===== src/pkg/e3rx_pkg.sv =====
// Purpose: constants and types for the receive E3 framer control/status bank
// Assumes: one 200 MHz clock, 16-bit register port at byte offsets
// Notes: all offsets, fields, resets and timing counts are named here once
// ----------------------------------------------------------------------------
// ----------------------------------------------------------------------------
package e3rx_pkg;

	// ------------------------------------------------------------------------
	// register offsets (byte addresses on the port)
	// ------------------------------------------------------------------------
	localparam logic [7:0] OFS_CONTROL = 8'h20;
	localparam logic [7:0] OFS_LIVE_STATUS = 8'h24;
	localparam logic [7:0] OFS_COUNT_STATUS = 8'h26;
	localparam logic [7:0] OFS_CHANGE_LATCHED = 8'h28;
	localparam logic [7:0] OFS_ERROR_LATCHED = 8'h2a;
	localparam logic [7:0] OFS_CHANGE_IRQ_EN = 8'h2c;
	localparam logic [7:0] OFS_ERROR_IRQ_EN = 8'h2e;
	localparam logic [7:0] OFS_ERR_COUNT = 8'h34;

	// ------------------------------------------------------------------------
	// reset values and writable masks
	// ------------------------------------------------------------------------
	localparam logic [15:0] RST_CONTROL = 16'h0000;
	localparam logic [15:0] RST_IRQ_EN = 16'h0000;
	localparam logic [15:0] RST_LATCHED = 16'h0000;
	localparam logic [15:0] MASK_CONTROL = 16'h3fff;
	localparam logic [15:0] MASK_CHANGE = 16'h01ff;
	localparam logic [15:0] MASK_ERROR = 16'h0101;

	// ------------------------------------------------------------------------
	// field positions in status and error registers
	// ------------------------------------------------------------------------
	localparam int BIT_ALIGN_CHANGE = 5;
	localparam int BIT_FRAMING_ERR = 8;
	localparam int BIT_COUNT_RISE = 0;

	// ------------------------------------------------------------------------
	// error count types and integration codes
	// ------------------------------------------------------------------------
	localparam logic [1:0] CNT_OOF_EVENTS = 2'h0;
	localparam logic [1:0] CNT_FAS_BITS = 2'h1;
	localparam logic [1:0] CNT_FAS_WORDS = 2'h2;
	localparam logic [1:0] INTEG_3MS = 2'h0;
	localparam logic [1:0] INTEG_2MS = 2'h1;
	localparam logic [1:0] INTEG_1MS = 2'h2;
	localparam logic [1:0] INTEG_NONE = 2'h3;
	localparam logic [1:0] TX_ALARM_AUTO = 2'h0;
	localparam logic [3:0] FAS_MAX_BIT_ERRS = 4'ha;

	// ------------------------------------------------------------------------
	// timing: integration times in ns and derived cycle counts
	// ------------------------------------------------------------------------
	localparam int unsigned CLK_PERIOD_NS = 5;
	localparam int unsigned INTEG_3MS_NS = 3000000;
	localparam int unsigned INTEG_2MS_NS = 2000000;
	localparam int unsigned INTEG_1MS_NS = 1000000;
	localparam int unsigned INTEG_3MS_CYC = (INTEG_3MS_NS + CLK_PERIOD_NS - 1) / CLK_PERIOD_NS;
	localparam int unsigned INTEG_2MS_CYC = (INTEG_2MS_NS + CLK_PERIOD_NS - 1) / CLK_PERIOD_NS;
	localparam int unsigned INTEG_1MS_CYC = (INTEG_1MS_NS + CLK_PERIOD_NS - 1) / CLK_PERIOD_NS;
	localparam int INTEG_CNT_W = 20;

	// ------------------------------------------------------------------------
	// types
	// ------------------------------------------------------------------------
	typedef struct packed {
		logic [1:0] reserved;
		logic alarm_link_source_sel;
		logic manual_downstream_alarm_insert;
		logic auto_downstream_alarm_disable;
		logic error_count_control;
		logic [1:0] frame_err_count_type;
		logic remote_alarm_on_frame_loss_en;
		logic remote_alarm_on_signal_loss_dis;
		logic remote_alarm_on_misframe_dis;
		logic remote_alarm_on_ones_alarm_dis;
		logic overhead_masking_disable;
		logic [1:0] frame_loss_integration_sel;
		logic force_realign;
	} e3rx_ctrl_s;

	// framer conditions, all on sys_clk
	typedef struct packed {
		logic unframed_all_ones;
		logic remote_alarm;
		logic ones_alarm;
		logic misframe;
		logic alarm_bit;
		logic national_bit;
		logic fas_check;
		logic [3:0] fas_bit_errs;
		logic align_load;
		logic align_differs;
		logic overhead_pos;
	} e3rx_frm_s;

	typedef enum logic [2:0] {
		E3RX_IDLE = 3'b001,
		E3RX_INTEG = 3'b010,
		E3RX_LOST = 3'b100
	} e3rx_lof_e;

endpackage


===== src/verilog/e3rx_ctrl_status.sv =====
// Purpose: receive E3 framer control, live/latched status and error counter
// Assumes: synchronous 16-bit host port; framer inputs on sys_clk
// Notes: latched flags are write-one-to-clear; an event beats a clear
`timescale 1ns/1ps
module e3rx_ctrl_status #(
	parameter int unsigned INTEG_3MS_CYC = e3rx_pkg::INTEG_3MS_CYC,
	parameter int unsigned INTEG_2MS_CYC = e3rx_pkg::INTEG_2MS_CYC,
	parameter int unsigned INTEG_1MS_CYC = e3rx_pkg::INTEG_1MS_CYC
) (
	// clock and reset
	input wire logic sys_clk,
	input wire logic rstn,
	// host register port
	input wire logic cpu_cs,
	input wire logic cpu_we,
	input wire logic [7:0] cpu_addr,
	input wire logic [15:0] cpu_wdata,
	output logic [15:0] cpu_rdata,
	output logic cpu_rvalid,
	// framer conditions and line pin
	input wire e3rx_pkg::e3rx_frm_s frm,
	input wire logic rx_signal_loss_in,
	// global and transmit context
	input wire logic port_irq_enable_field,
	input wire logic [1:0] tx_alarm_bit_source,
	// controls toward the data path
	output logic feac_data_bit,
	output logic downstream_alarm_insert,
	output logic tx_remote_alarm_req,
	output logic force_misframe,
	output logic rx_payload_enable_out,
	output logic frame_loss,
	output logic port_irq_req
);

	localparam int CW = e3rx_pkg::INTEG_CNT_W;

	// ------------------------------------------------------------------------
	// functions
	// ------------------------------------------------------------------------
	// saturating add; a wrapped count would hide a flood of errors
	function automatic logic [15:0] sat_add(input logic [15:0] c, input logic [3:0] n);
		logic [16:0] s;
		s = {1'b0, c} + {13'h0000, n};
		return s[16] ? 16'hffff : s[15:0];
	endfunction

	function automatic logic [CW-1:0] integ_limit(input logic [1:0] sel);
		case (sel)
			e3rx_pkg::INTEG_3MS: integ_limit = CW'(INTEG_3MS_CYC);
			e3rx_pkg::INTEG_2MS: integ_limit = CW'(INTEG_2MS_CYC);
			default: integ_limit = CW'(INTEG_1MS_CYC);
		endcase
	endfunction

	// ------------------------------------------------------------------------
	// declarations
	// ------------------------------------------------------------------------
	e3rx_pkg::e3rx_ctrl_s ctrl_reg;
	logic [15:0] irq_en1_reg;
	logic [15:0] irq_en2_reg;
	logic [15:0] change_reg;
	logic [15:0] error_reg;
	logic [15:0] count_reg;
	logic [15:0] live_prev_reg;
	logic realign_prev_reg;
	logic oof_prev_reg;
	logic count_nz_prev_reg;
	logic los_meta_reg;
	logic los_reg;
	e3rx_pkg::e3rx_lof_e lof_state_reg;
	logic [CW-1:0] integ_reg;
	logic [15:0] live_now;
	logic [15:0] count_status;
	logic [3:0] inc_amt;
	logic [3:0] bit_errs;
	logic count_allow;
	logic wr_en;
	logic rd_en;
	logic count_nz;

	assign wr_en = cpu_cs & cpu_we;
	assign rd_en = cpu_cs & ~cpu_we;

	// ------------------------------------------------------------------------
	// loss-of-signal pin synchroniser
	// ------------------------------------------------------------------------
	// pin is asynchronous to sys_clk; only los_reg is read by logic
	always_ff @(posedge sys_clk) begin
		if (!rstn) begin
			los_meta_reg <= 1'b0;
			los_reg <= 1'b0;
		end else begin
			los_meta_reg <= rx_signal_loss_in;
			los_reg <= los_meta_reg;
		end
	end

	// ------------------------------------------------------------------------
	// control and enable registers
	// ------------------------------------------------------------------------
	// reserved control bits stay zero
	always_ff @(posedge sys_clk) begin
		if (!rstn) begin
			ctrl_reg <= e3rx_pkg::RST_CONTROL;
		end else if (wr_en && cpu_addr == e3rx_pkg::OFS_CONTROL) begin
			ctrl_reg <= cpu_wdata & e3rx_pkg::MASK_CONTROL;
		end
	end

	always_ff @(posedge sys_clk) begin
		if (!rstn) begin
			irq_en1_reg <= e3rx_pkg::RST_IRQ_EN;
			irq_en2_reg <= e3rx_pkg::RST_IRQ_EN;
		end else if (wr_en) begin
			if (cpu_addr == e3rx_pkg::OFS_CHANGE_IRQ_EN) begin
				irq_en1_reg <= cpu_wdata & e3rx_pkg::MASK_CHANGE;
			end
			if (cpu_addr == e3rx_pkg::OFS_ERROR_IRQ_EN) begin
				irq_en2_reg <= cpu_wdata & e3rx_pkg::MASK_ERROR;
			end
		end
	end

	// ------------------------------------------------------------------------
	// frame loss integration
	// ------------------------------------------------------------------------
	// timed misframe integration
	always_ff @(posedge sys_clk) begin
		if (!rstn) begin
			lof_state_reg <= e3rx_pkg::E3RX_IDLE;
			integ_reg <= '0;
		end else begin
			case (lof_state_reg)
				e3rx_pkg::E3RX_IDLE: begin
					integ_reg <= CW'(1);
					if (frm.misframe) begin
						lof_state_reg <= e3rx_pkg::E3RX_INTEG;
					end
				end
				e3rx_pkg::E3RX_INTEG: begin
					integ_reg <= integ_reg + CW'(1);
					if (!frm.misframe) begin
						lof_state_reg <= e3rx_pkg::E3RX_IDLE;
					end else if (integ_reg >= integ_limit(ctrl_reg.frame_loss_integration_sel)) begin
						lof_state_reg <= e3rx_pkg::E3RX_LOST;
					end
				end
				e3rx_pkg::E3RX_LOST: begin
					if (!frm.misframe) begin
						lof_state_reg <= e3rx_pkg::E3RX_IDLE;
					end
				end
				default: lof_state_reg <= e3rx_pkg::E3RX_IDLE;
			endcase
		end
	end

	assign frame_loss = (lof_state_reg == e3rx_pkg::E3RX_LOST) |
		(frm.misframe & (ctrl_reg.frame_loss_integration_sel == e3rx_pkg::INTEG_NONE));

	// ------------------------------------------------------------------------
	// live status
	// ------------------------------------------------------------------------
	// live picture
	always_comb begin
		live_now = 16'h0000;
		live_now[8] = frm.unframed_all_ones;
		live_now[7] = frm.alarm_bit;
		live_now[6] = frm.national_bit;
		live_now[4] = frame_loss;
		live_now[3] = frm.remote_alarm;
		live_now[2] = frm.ones_alarm;
		live_now[1] = frm.misframe;
		live_now[0] = los_reg;
	end

	assign count_nz = count_reg != 16'h0000;
	assign count_status = {15'h0000, count_nz};

	// ------------------------------------------------------------------------
	// edge history
	// ------------------------------------------------------------------------
	always_ff @(posedge sys_clk) begin
		if (!rstn) begin
			live_prev_reg <= 16'h0000;
			oof_prev_reg <= 1'b0;
			count_nz_prev_reg <= 1'b0;
			realign_prev_reg <= 1'b0;
		end else begin
			live_prev_reg <= live_now;
			oof_prev_reg <= frm.misframe;
			count_nz_prev_reg <= count_nz;
			realign_prev_reg <= ctrl_reg.force_realign;
		end
	end

	// ------------------------------------------------------------------------
	// latched change flags
	// ------------------------------------------------------------------------
	// set beats a same-cycle clear
	always_ff @(posedge sys_clk) begin
		if (!rstn) begin
			change_reg <= e3rx_pkg::RST_LATCHED;
		end else begin
			change_reg <= ((change_reg &
				~((wr_en && cpu_addr == e3rx_pkg::OFS_CHANGE_LATCHED) ? cpu_wdata : 16'h0000))
				| ((live_now ^ live_prev_reg) & e3rx_pkg::MASK_CHANGE)
				| ((frm.align_load & frm.align_differs) ? 16'h0020 : 16'h0000))
				& e3rx_pkg::MASK_CHANGE;
		end
	end

	always_ff @(posedge sys_clk) begin
		if (!rstn) begin
			error_reg <= e3rx_pkg::RST_LATCHED;
		end else begin
			error_reg <= ((error_reg &
				~((wr_en && cpu_addr == e3rx_pkg::OFS_ERROR_LATCHED) ? cpu_wdata : 16'h0000))
				| ((frm.fas_check && frm.fas_bit_errs != 4'h0) ? 16'h0100 : 16'h0000)
				| ((count_nz && !count_nz_prev_reg) ? 16'h0001 : 16'h0000))
				& e3rx_pkg::MASK_ERROR;
		end
	end

	// ------------------------------------------------------------------------
	// framing error counter
	// ------------------------------------------------------------------------
	assign bit_errs = (frm.fas_bit_errs > e3rx_pkg::FAS_MAX_BIT_ERRS) ?
		e3rx_pkg::FAS_MAX_BIT_ERRS : frm.fas_bit_errs;
	// suppressed during misframe or ones alarm unless error_count_control is set
	assign count_allow = ctrl_reg.error_count_control | ~(frm.misframe | frm.ones_alarm);

	always_comb begin
		inc_amt = 4'h0;
		case (ctrl_reg.frame_err_count_type)
			e3rx_pkg::CNT_OOF_EVENTS: inc_amt = (frm.misframe && !oof_prev_reg) ? 4'h1 : 4'h0;
			e3rx_pkg::CNT_FAS_BITS: inc_amt = (frm.fas_check && count_allow) ? bit_errs : 4'h0;
			e3rx_pkg::CNT_FAS_WORDS: begin
				inc_amt = (frm.fas_check && count_allow && bit_errs != 4'h0) ? 4'h1 : 4'h0;
			end
			default: inc_amt = 4'h0;
		endcase
	end

	always_ff @(posedge sys_clk) begin
		if (!rstn) begin
			count_reg <= 16'h0000;
		end else begin
			count_reg <= sat_add(count_reg, inc_amt);
		end
	end

	// ------------------------------------------------------------------------
	// data path controls
	// ------------------------------------------------------------------------
	// feac, insertion, remote alarm and payload enable outputs are registered so the data path sees clean levels
	always_ff @(posedge sys_clk) begin
		if (!rstn) begin
			feac_data_bit <= 1'b0;
			downstream_alarm_insert <= 1'b0;
			tx_remote_alarm_req <= 1'b0;
			rx_payload_enable_out <= 1'b0;
		end else begin
			feac_data_bit <= ctrl_reg.alarm_link_source_sel ? frm.alarm_bit : frm.national_bit;
			downstream_alarm_insert <= ctrl_reg.manual_downstream_alarm_insert |
				(~ctrl_reg.auto_downstream_alarm_disable &
				(los_reg | frm.misframe | frm.ones_alarm));
			tx_remote_alarm_req <= (tx_alarm_bit_source == e3rx_pkg::TX_ALARM_AUTO) &
				((ctrl_reg.remote_alarm_on_frame_loss_en & frame_loss) |
				(~ctrl_reg.remote_alarm_on_signal_loss_dis & los_reg) |
				(~ctrl_reg.remote_alarm_on_misframe_dis & frm.misframe) |
				(~ctrl_reg.remote_alarm_on_ones_alarm_dis & frm.ones_alarm));
			rx_payload_enable_out <= ~frm.overhead_pos | ctrl_reg.overhead_masking_disable;
		end
	end

	always_ff @(posedge sys_clk) begin
		if (!rstn) begin
			force_misframe <= 1'b0;
		end else begin
			force_misframe <= ctrl_reg.force_realign & ~realign_prev_reg;
		end
	end

	assign port_irq_req = port_irq_enable_field &
		(|(change_reg & irq_en1_reg) | |(error_reg & irq_en2_reg));

	// ------------------------------------------------------------------------
	// read path
	// ------------------------------------------------------------------------
	// unmapped or reserved offsets read as zero
	always_ff @(posedge sys_clk) begin
		if (!rstn) begin
			cpu_rdata <= 16'h0000;
			cpu_rvalid <= 1'b0;
		end else begin
			cpu_rvalid <= rd_en;
			if (rd_en) begin
				case (cpu_addr)
					e3rx_pkg::OFS_CONTROL: cpu_rdata <= ctrl_reg;
					e3rx_pkg::OFS_LIVE_STATUS: cpu_rdata <= live_now;
					e3rx_pkg::OFS_COUNT_STATUS: cpu_rdata <= count_status;
					e3rx_pkg::OFS_CHANGE_LATCHED: cpu_rdata <= change_reg;
					e3rx_pkg::OFS_ERROR_LATCHED: cpu_rdata <= error_reg;
					e3rx_pkg::OFS_CHANGE_IRQ_EN: cpu_rdata <= irq_en1_reg;
					e3rx_pkg::OFS_ERROR_IRQ_EN: cpu_rdata <= irq_en2_reg;
					e3rx_pkg::OFS_ERR_COUNT: cpu_rdata <= count_reg;
					default: cpu_rdata <= 16'h0000;
				endcase
			end
		end
	end
endmodule


===== config.mk =====
export PLATFORM = sky130hd
export DESIGN_NAME = e3rx_ctrl_status
export DESIGN_NICKNAME = d
export VERILOG_FILES = /design/src/pkg/e3rx_pkg.sv /design/src/verilog/e3rx_ctrl_status.sv
export SDC_FILE = /design/constraint.sdc
export NUM_CORES = 1
export LEC_CHECK = 0
export BUFFER_PORTS_ARGS = -buffer_cell sky130_fd_sc_hd__buf_2
export CAP_MARGIN = 20
export CORE_MARGIN = 4
export CORE_UTILIZATION = 62
export CTS_CLUSTER_DIAMETER = 50
export DETAILED_ROUTE_END_ITERATION = 8
export GPL_ROUTABILITY_DRIVEN = 0
export HOLD_SLACK_MARGIN = 0.1
export PLACE_DENSITY = 0.83
export SKIP_LAST_GASP = 1
export SLEW_MARGIN = 20
export SYNTH_ARGS = -nofsm -noshare
export SYNTH_HDL_FRONTEND = slang
export SYNTH_SLANG_ARGS = --single-unit

===== constraint.sdc =====
create_clock -name sys_clk -period 5.8 [get_ports sys_clk]
set_clock_uncertainty 0.05 [all_clocks]
set_input_delay 0.58 -clock sys_clk [delete_from_list [all_inputs] [get_ports sys_clk]]
set_output_delay 0.58 -clock sys_clk [all_outputs]
set_load 0.01 [all_outputs]

---- Word-level counts from Yosys, hierarchy flattened ----
Index checks and enable logic that the tools add are counted.
storage, ports and cells
  bits in registers ....................... 110
  input port bits ......................... 46
  output and inout bits ................... 24
  logic and storage cells ................. 141
operators by class
  add/sub/neg operators ................... 2
  magnitude comparators ................... 2
  eq/ne operators ......................... 18
  muxes and demuxes ....................... 23
  bitwise operators ....................... 42
  reduce and logical (&&, ||, !) cells .... 22
operators by type and width
  kind                   number
  $pmux 16 s8            1
  $pmux 20 s2            2
  $eq 8x6->1 const B     8
  $mux 20                3
  $and 9x9->9            4
  $reduce_or 16->1       2
  $mux 9                 3
  $add 20x1->20 const B  1
  $ge 20x20->1           1
  $not 9->9              2
  $or 9x9->9             2
  $add 16x4->17          1
  $mux 16                1
  $reduce_bool 16->1     1
  $and 1x1->1            12
  $mux 3                 4
  $pmux 4 s3             1
  $or 1x1->1             11
  $or 9x1->9             1
  $or 9x6->9             1
  $pmux 3 s3             1
  $xor 9x9->9            1
  $logic_and 1x1->1      8
  $mux 4                 2
  other kinds (17)       35

---- Logic depth before layout (Yosys ltp) ----
  word-level depth ........................ 9
  depth in mapped cells ................... 11

---- Worst setup path before layout ----
Ideal clock, no wire load.
  path type ............................... input port to flip-flop
  start ................................... input frm[6] (netlist bit)
  end ..................................... register count_reg[15]
  data arrival time ....................... 2.942 ns
  data required time ...................... 5.628 ns
  slack ................................... 2.686 ns
  stages .................................. 8
  buffers on the path ..................... 0
  cell sequence ........................... or4_1 > a31oi_1 > o22ai_1 > ha_1 > fa_1 > a211oi_1 > nor2_1 > o311a_1
on the way
  longest elaborated chain between the ends .. 8
  elaborated cells between the ends (all ways) .. 9
ends and longest elaborated chain
  what                    line                     text
  start: declaration      e3rx_ctrl_status.sv:21   input wire e3rx_pkg::e3rx_frm_s frm,
  $gt 4x4->1              e3rx_ctrl_status.sv:229  assign bit_errs = (frm.fas_bit_errs > e3rx_pkg::FAS_MAX_BIT_ERRS) ?
  $mux 4 (*)              e3rx_ctrl_status.sv:229
  $reduce_bool 4->1       e3rx_ctrl_status.sv:240  inc_amt = (frm.fas_check && count_allow && bit_errs != 4'h0) ? 4'h1 : 4'h0;
  $logic_and 1x1->1       e3rx_ctrl_status.sv:240
  $mux 1                  e3rx_ctrl_status.sv:240
  $pmux 4 s3 (*)          e3rx_ctrl_status.sv:236  case (ctrl_reg.frame_err_count_type)
  $add 16x4->17 (*)       e3rx_ctrl_status.sv:44   s = {1'b0, c} + {13'h0000, n};
  $mux 16 (*)             e3rx_ctrl_status.sv:45   return s[16] ? 16'hffff : s[15:0];
  end signal: assignment  e3rx_ctrl_status.sv:250  count_reg <= sat_add(count_reg, inc_amt);
  end: declaration        e3rx_ctrl_status.sv:64   logic [15:0] count_reg;
Mark *: on every way between the ends. The rest lies on a longest branch, timed or not.
A chain may end at the register's enable or synchronous reset.

---- Worst setup path in the final report ----
  start ................................... input frm[6] (netlist bit)
  end ..................................... register count_reg[2]
The elaborated chain is that of the path after synthesis.

==> results.py <==
metrics = {
    "pwr": {
        "power_density_nw_per_um2": 228.8,
        "ir_drop_uv": 123.7,
        "leakage_nw": 2.449,
    },
    "synthesis": {
        "ys_seq_elements": 109,
        "syn-cell-area_um2": 5460,
        "yosysMostFrequentCell": "dfxtp_1",
        "synth_nets": 672,
        "seq_area_frac_synth_pct": 39.96,
        "avgSynthCellArea_um2": 9.010,
        "yosys.cell_types.count": 67,
        "yosys.area.top_type": "dfxtp_1",
        "syn_inst": 606,
        "synth_edf_count": 0,
        "synth.area.top_cells": "dfxtp_1 40%, mux2i_1 6.8%, ha_1 4.4%",
        "yosysWarnings": 0,
        "netlist.area_leader.share_pct": 39.96,
        "synthArstFlopShare_pct": 0,
        "synth_common_cells": "109 x dfxtp_1, 56 x nor2_1, 40 x a21oi_1, 39 x nand2_1, 37 x mux2i_1",
        "synth_ff_type": "dfxtp_1",
    },
    "clocking": {
        "cts_hold_buf": 0,
        "clock_latency_ps": 380,
        "cts_buffer_depth": 2,
        "cts_root_buf": "clkbuf_8",
        "cts.sinks": 109,
        "post-cts-setup-buffers": 0,
        "cts_tree": "done",
        "cts_made_buffers": 9,
        "clkSlewWorstSetupHoldPaths_ps": 110,
        "h-tree-depth": 3,
        "cts_repair_resize_count": 0,
    },
    "final_layout": {
        "antenna-diode-count": 0,
        "finalNonFillerCells": 768,
        "nets": 724,
        "synthToLayoutAreaGrowth_pct": 10.45,
        "drive_gt1_share_pct": 16.74,
        "largest_register_ffs": 20,
    },
    "routing": {
        "vias": 4931,
        "wirelength_mm": 13.88,
        "ant_nets": 0,
        "remaining_drc_errors": 0,
        "via_per_inst": 6.421,
        "drtPass1Iterations": 5,
        "routedWlPerCell_um": 18.07,
        "drt_iter0_markers": 341,
    },
    "worst_setup_path": {
        "critPathArrivalTime_ps": 3470,
        "rr_worst_depth": 11,
        "worstReg2RegStart": "live_prev_reg[1]$_SDFF_PN0_",
        "cp_max_fo": 10,
        "reg2reg_to": "count_reg[2]$_SDFF_PN0_",
        "ff2ff_setup_slack_ps": 2790,
        "crit_path_end_kind": "flop",
        "start_kind": "input pin",
        "crit_type": "in -> reg",
        "worstPathRequired_ps": 5970,
    },
    "sta": {
        "fmax_ghz": 0.3037,
        "setup_viol": 0,
        "worst_pin_slew_ps": 933.4,
        "finalHoldViolations": 0,
        "report.final.slew_viol_count": 0,
        "fin_setup_tns_ps": 0,
        "max_slew_margin_pct": 37.77,
        "layout_min_cycle_time_ps": 3293,
        "finalCritPeriodShare_pct": 56.78,
        "rsz0062_at_grt": "false",
    },
    "min_path": {
        "hold_end": "tx_remote_alarm_req$_SDFF_PN0_",
        "worstHoldPathCells": 2,
        "min_path_type": "in -> reg",
        "min_from": "tx_alarm_bit_source[1]",
    },
    "global_routing": {
        "grt_util_met3_pct": 4.232,
        "antenna_found_initial": 0,
        "use_met1_pct": 36.77,
        "grtUsageTotal_pct": 27.25,
        "top_usage_layer": "met2",
        "grt_pass1_vias": 4673,
        "grt_max_degree": 72,
        "grt_util_met2_pct": 43.46,
        "grt_pass1_wl_mm": 22.58,
        "overflow": 0,
    },
    "die": {
        "coreArea_um2": 8382,
        "start_util_pct": 65.14,
        "rows": 33,
        "die_h_um": 101.8,
        "die_area_um2": 10370,
        "io_pins": 70,
        "die_w_um": 101.8,
    },
    "flow_run": {
        "maxCapViolations": 0,
    },
    "run_status": {
        "status": "complete, no violations",
    },
    "placed_design": {
        "port_buffers": 67,
        "dpl.hpwl_mm": 10.04,
        "dp.cells": 752,
    },
}
how the worst max path moves through the flow:
stage               startpoint                       end  slack [ps]
CTS                     frm[6]   count_reg[2]$_SDFF_PN0_        2580
finish                  frm[6]   count_reg[2]$_SDFF_PN0_        2510
floorplan               frm[6]  count_reg[15]$_SDFF_PN0_        2690
global placement        frm[6]  count_reg[11]$_SDFF_PN0_        2240
detailed placement      frm[6]   count_reg[2]$_SDFF_PN0_        2190
global route            frm[6]   count_reg[9]$_SDFF_PN0_        2410
critical path: stages:
cell      delay, ps
buf_2           130
or4_1           560
a31oi_1         190
o22ai_1         110
ha_1            220
fa_1            440
a211oi_1        610
nor3_1          180
nand2_1         320
a21oi_1         130
routing by layer:
layer / share of wire [%] / vias up
met3: 7.7 / 43
met2: 47 / 217
met4: 3.2 / 0
met5: 0 / -
li1: - / 2337
met1: 42 / 2334
cells by family (layout without fill, tap and decap cells):
group / after synthesis / count (layout) / share of synthesized area, %
adder cells (fa/ha/maj): 20 / 20 / 4.720
buffers and inverters: 48 / 105 / 3.689
AO/OA/AOI/OAI: 141 / 141 / 17.42
flip-flops: 109 / 109 / 39.96
XOR/XNOR: 15 / 15 / 2.406
multiplexers: 48 / 48 / 9.464
AND/OR/NAND/NOR: 225 / 225 / 22.34
placed cells by master (no fill, tap or decap), drive strengths merged, types with 13 or more instances in the layout:
master | Yosys | layout
buf | 9 | 70
inv | 19 | 25
a21oi | 40 | 40
nand2 | 39 | 39
o21ai | 18 | 18
ha | 19 | 19
mux2i | 37 | 37
nor2 | 56 | 56
dfxtp | 109 | 109
and2 | 13 | 13
nor3 | 19 | 19
nand3 | 19 | 19
final cells by class:
type	count	area, um2
Multi-Input combinational cell	449	3077
Fill cell	663	2351
Sequential cell	109	2182
Timing Repair Buffer	70	357.8
Tap cell	105	131.4
Clock buffer	9	123.9
Clock inverter	7	87.58
Inverter	19	71.32
power by group:
part / switching (mW) / leakage, nW / internal (mW) / total (mW)
clock: 0.284 / 0.109 / 0.212 / 0.496
combinational: 0.0661 / 1.45 / 0.0441 / 0.110
sequential: 0.0101 / 0.885 / 0.763 / 0.774
stage by stage:
step | area [um2] | setup slack [ps] | hold slack (ps) | utilization (%) | total power [mW]
3_3_place_gp | 5819 | 2238 | 325.3 | 69.43 | 0.8943
2_1_floorplan | 5460 | 2686 | 317.4 | - | 0.8559
5_1_grt | 6031 | 2412 | 291.7 | 71.95 | 1.430
3_5_place_dp | 5819 | 2194 | 334.8 | 69.43 | 0.8983
6_report | 6031 | 2507 | 296.7 | 71.95 | 1.380
4_1_cts | 6031 | 2579 | 292.5 | 71.95 | 1.385
Power figures use the tool's default switching activity.
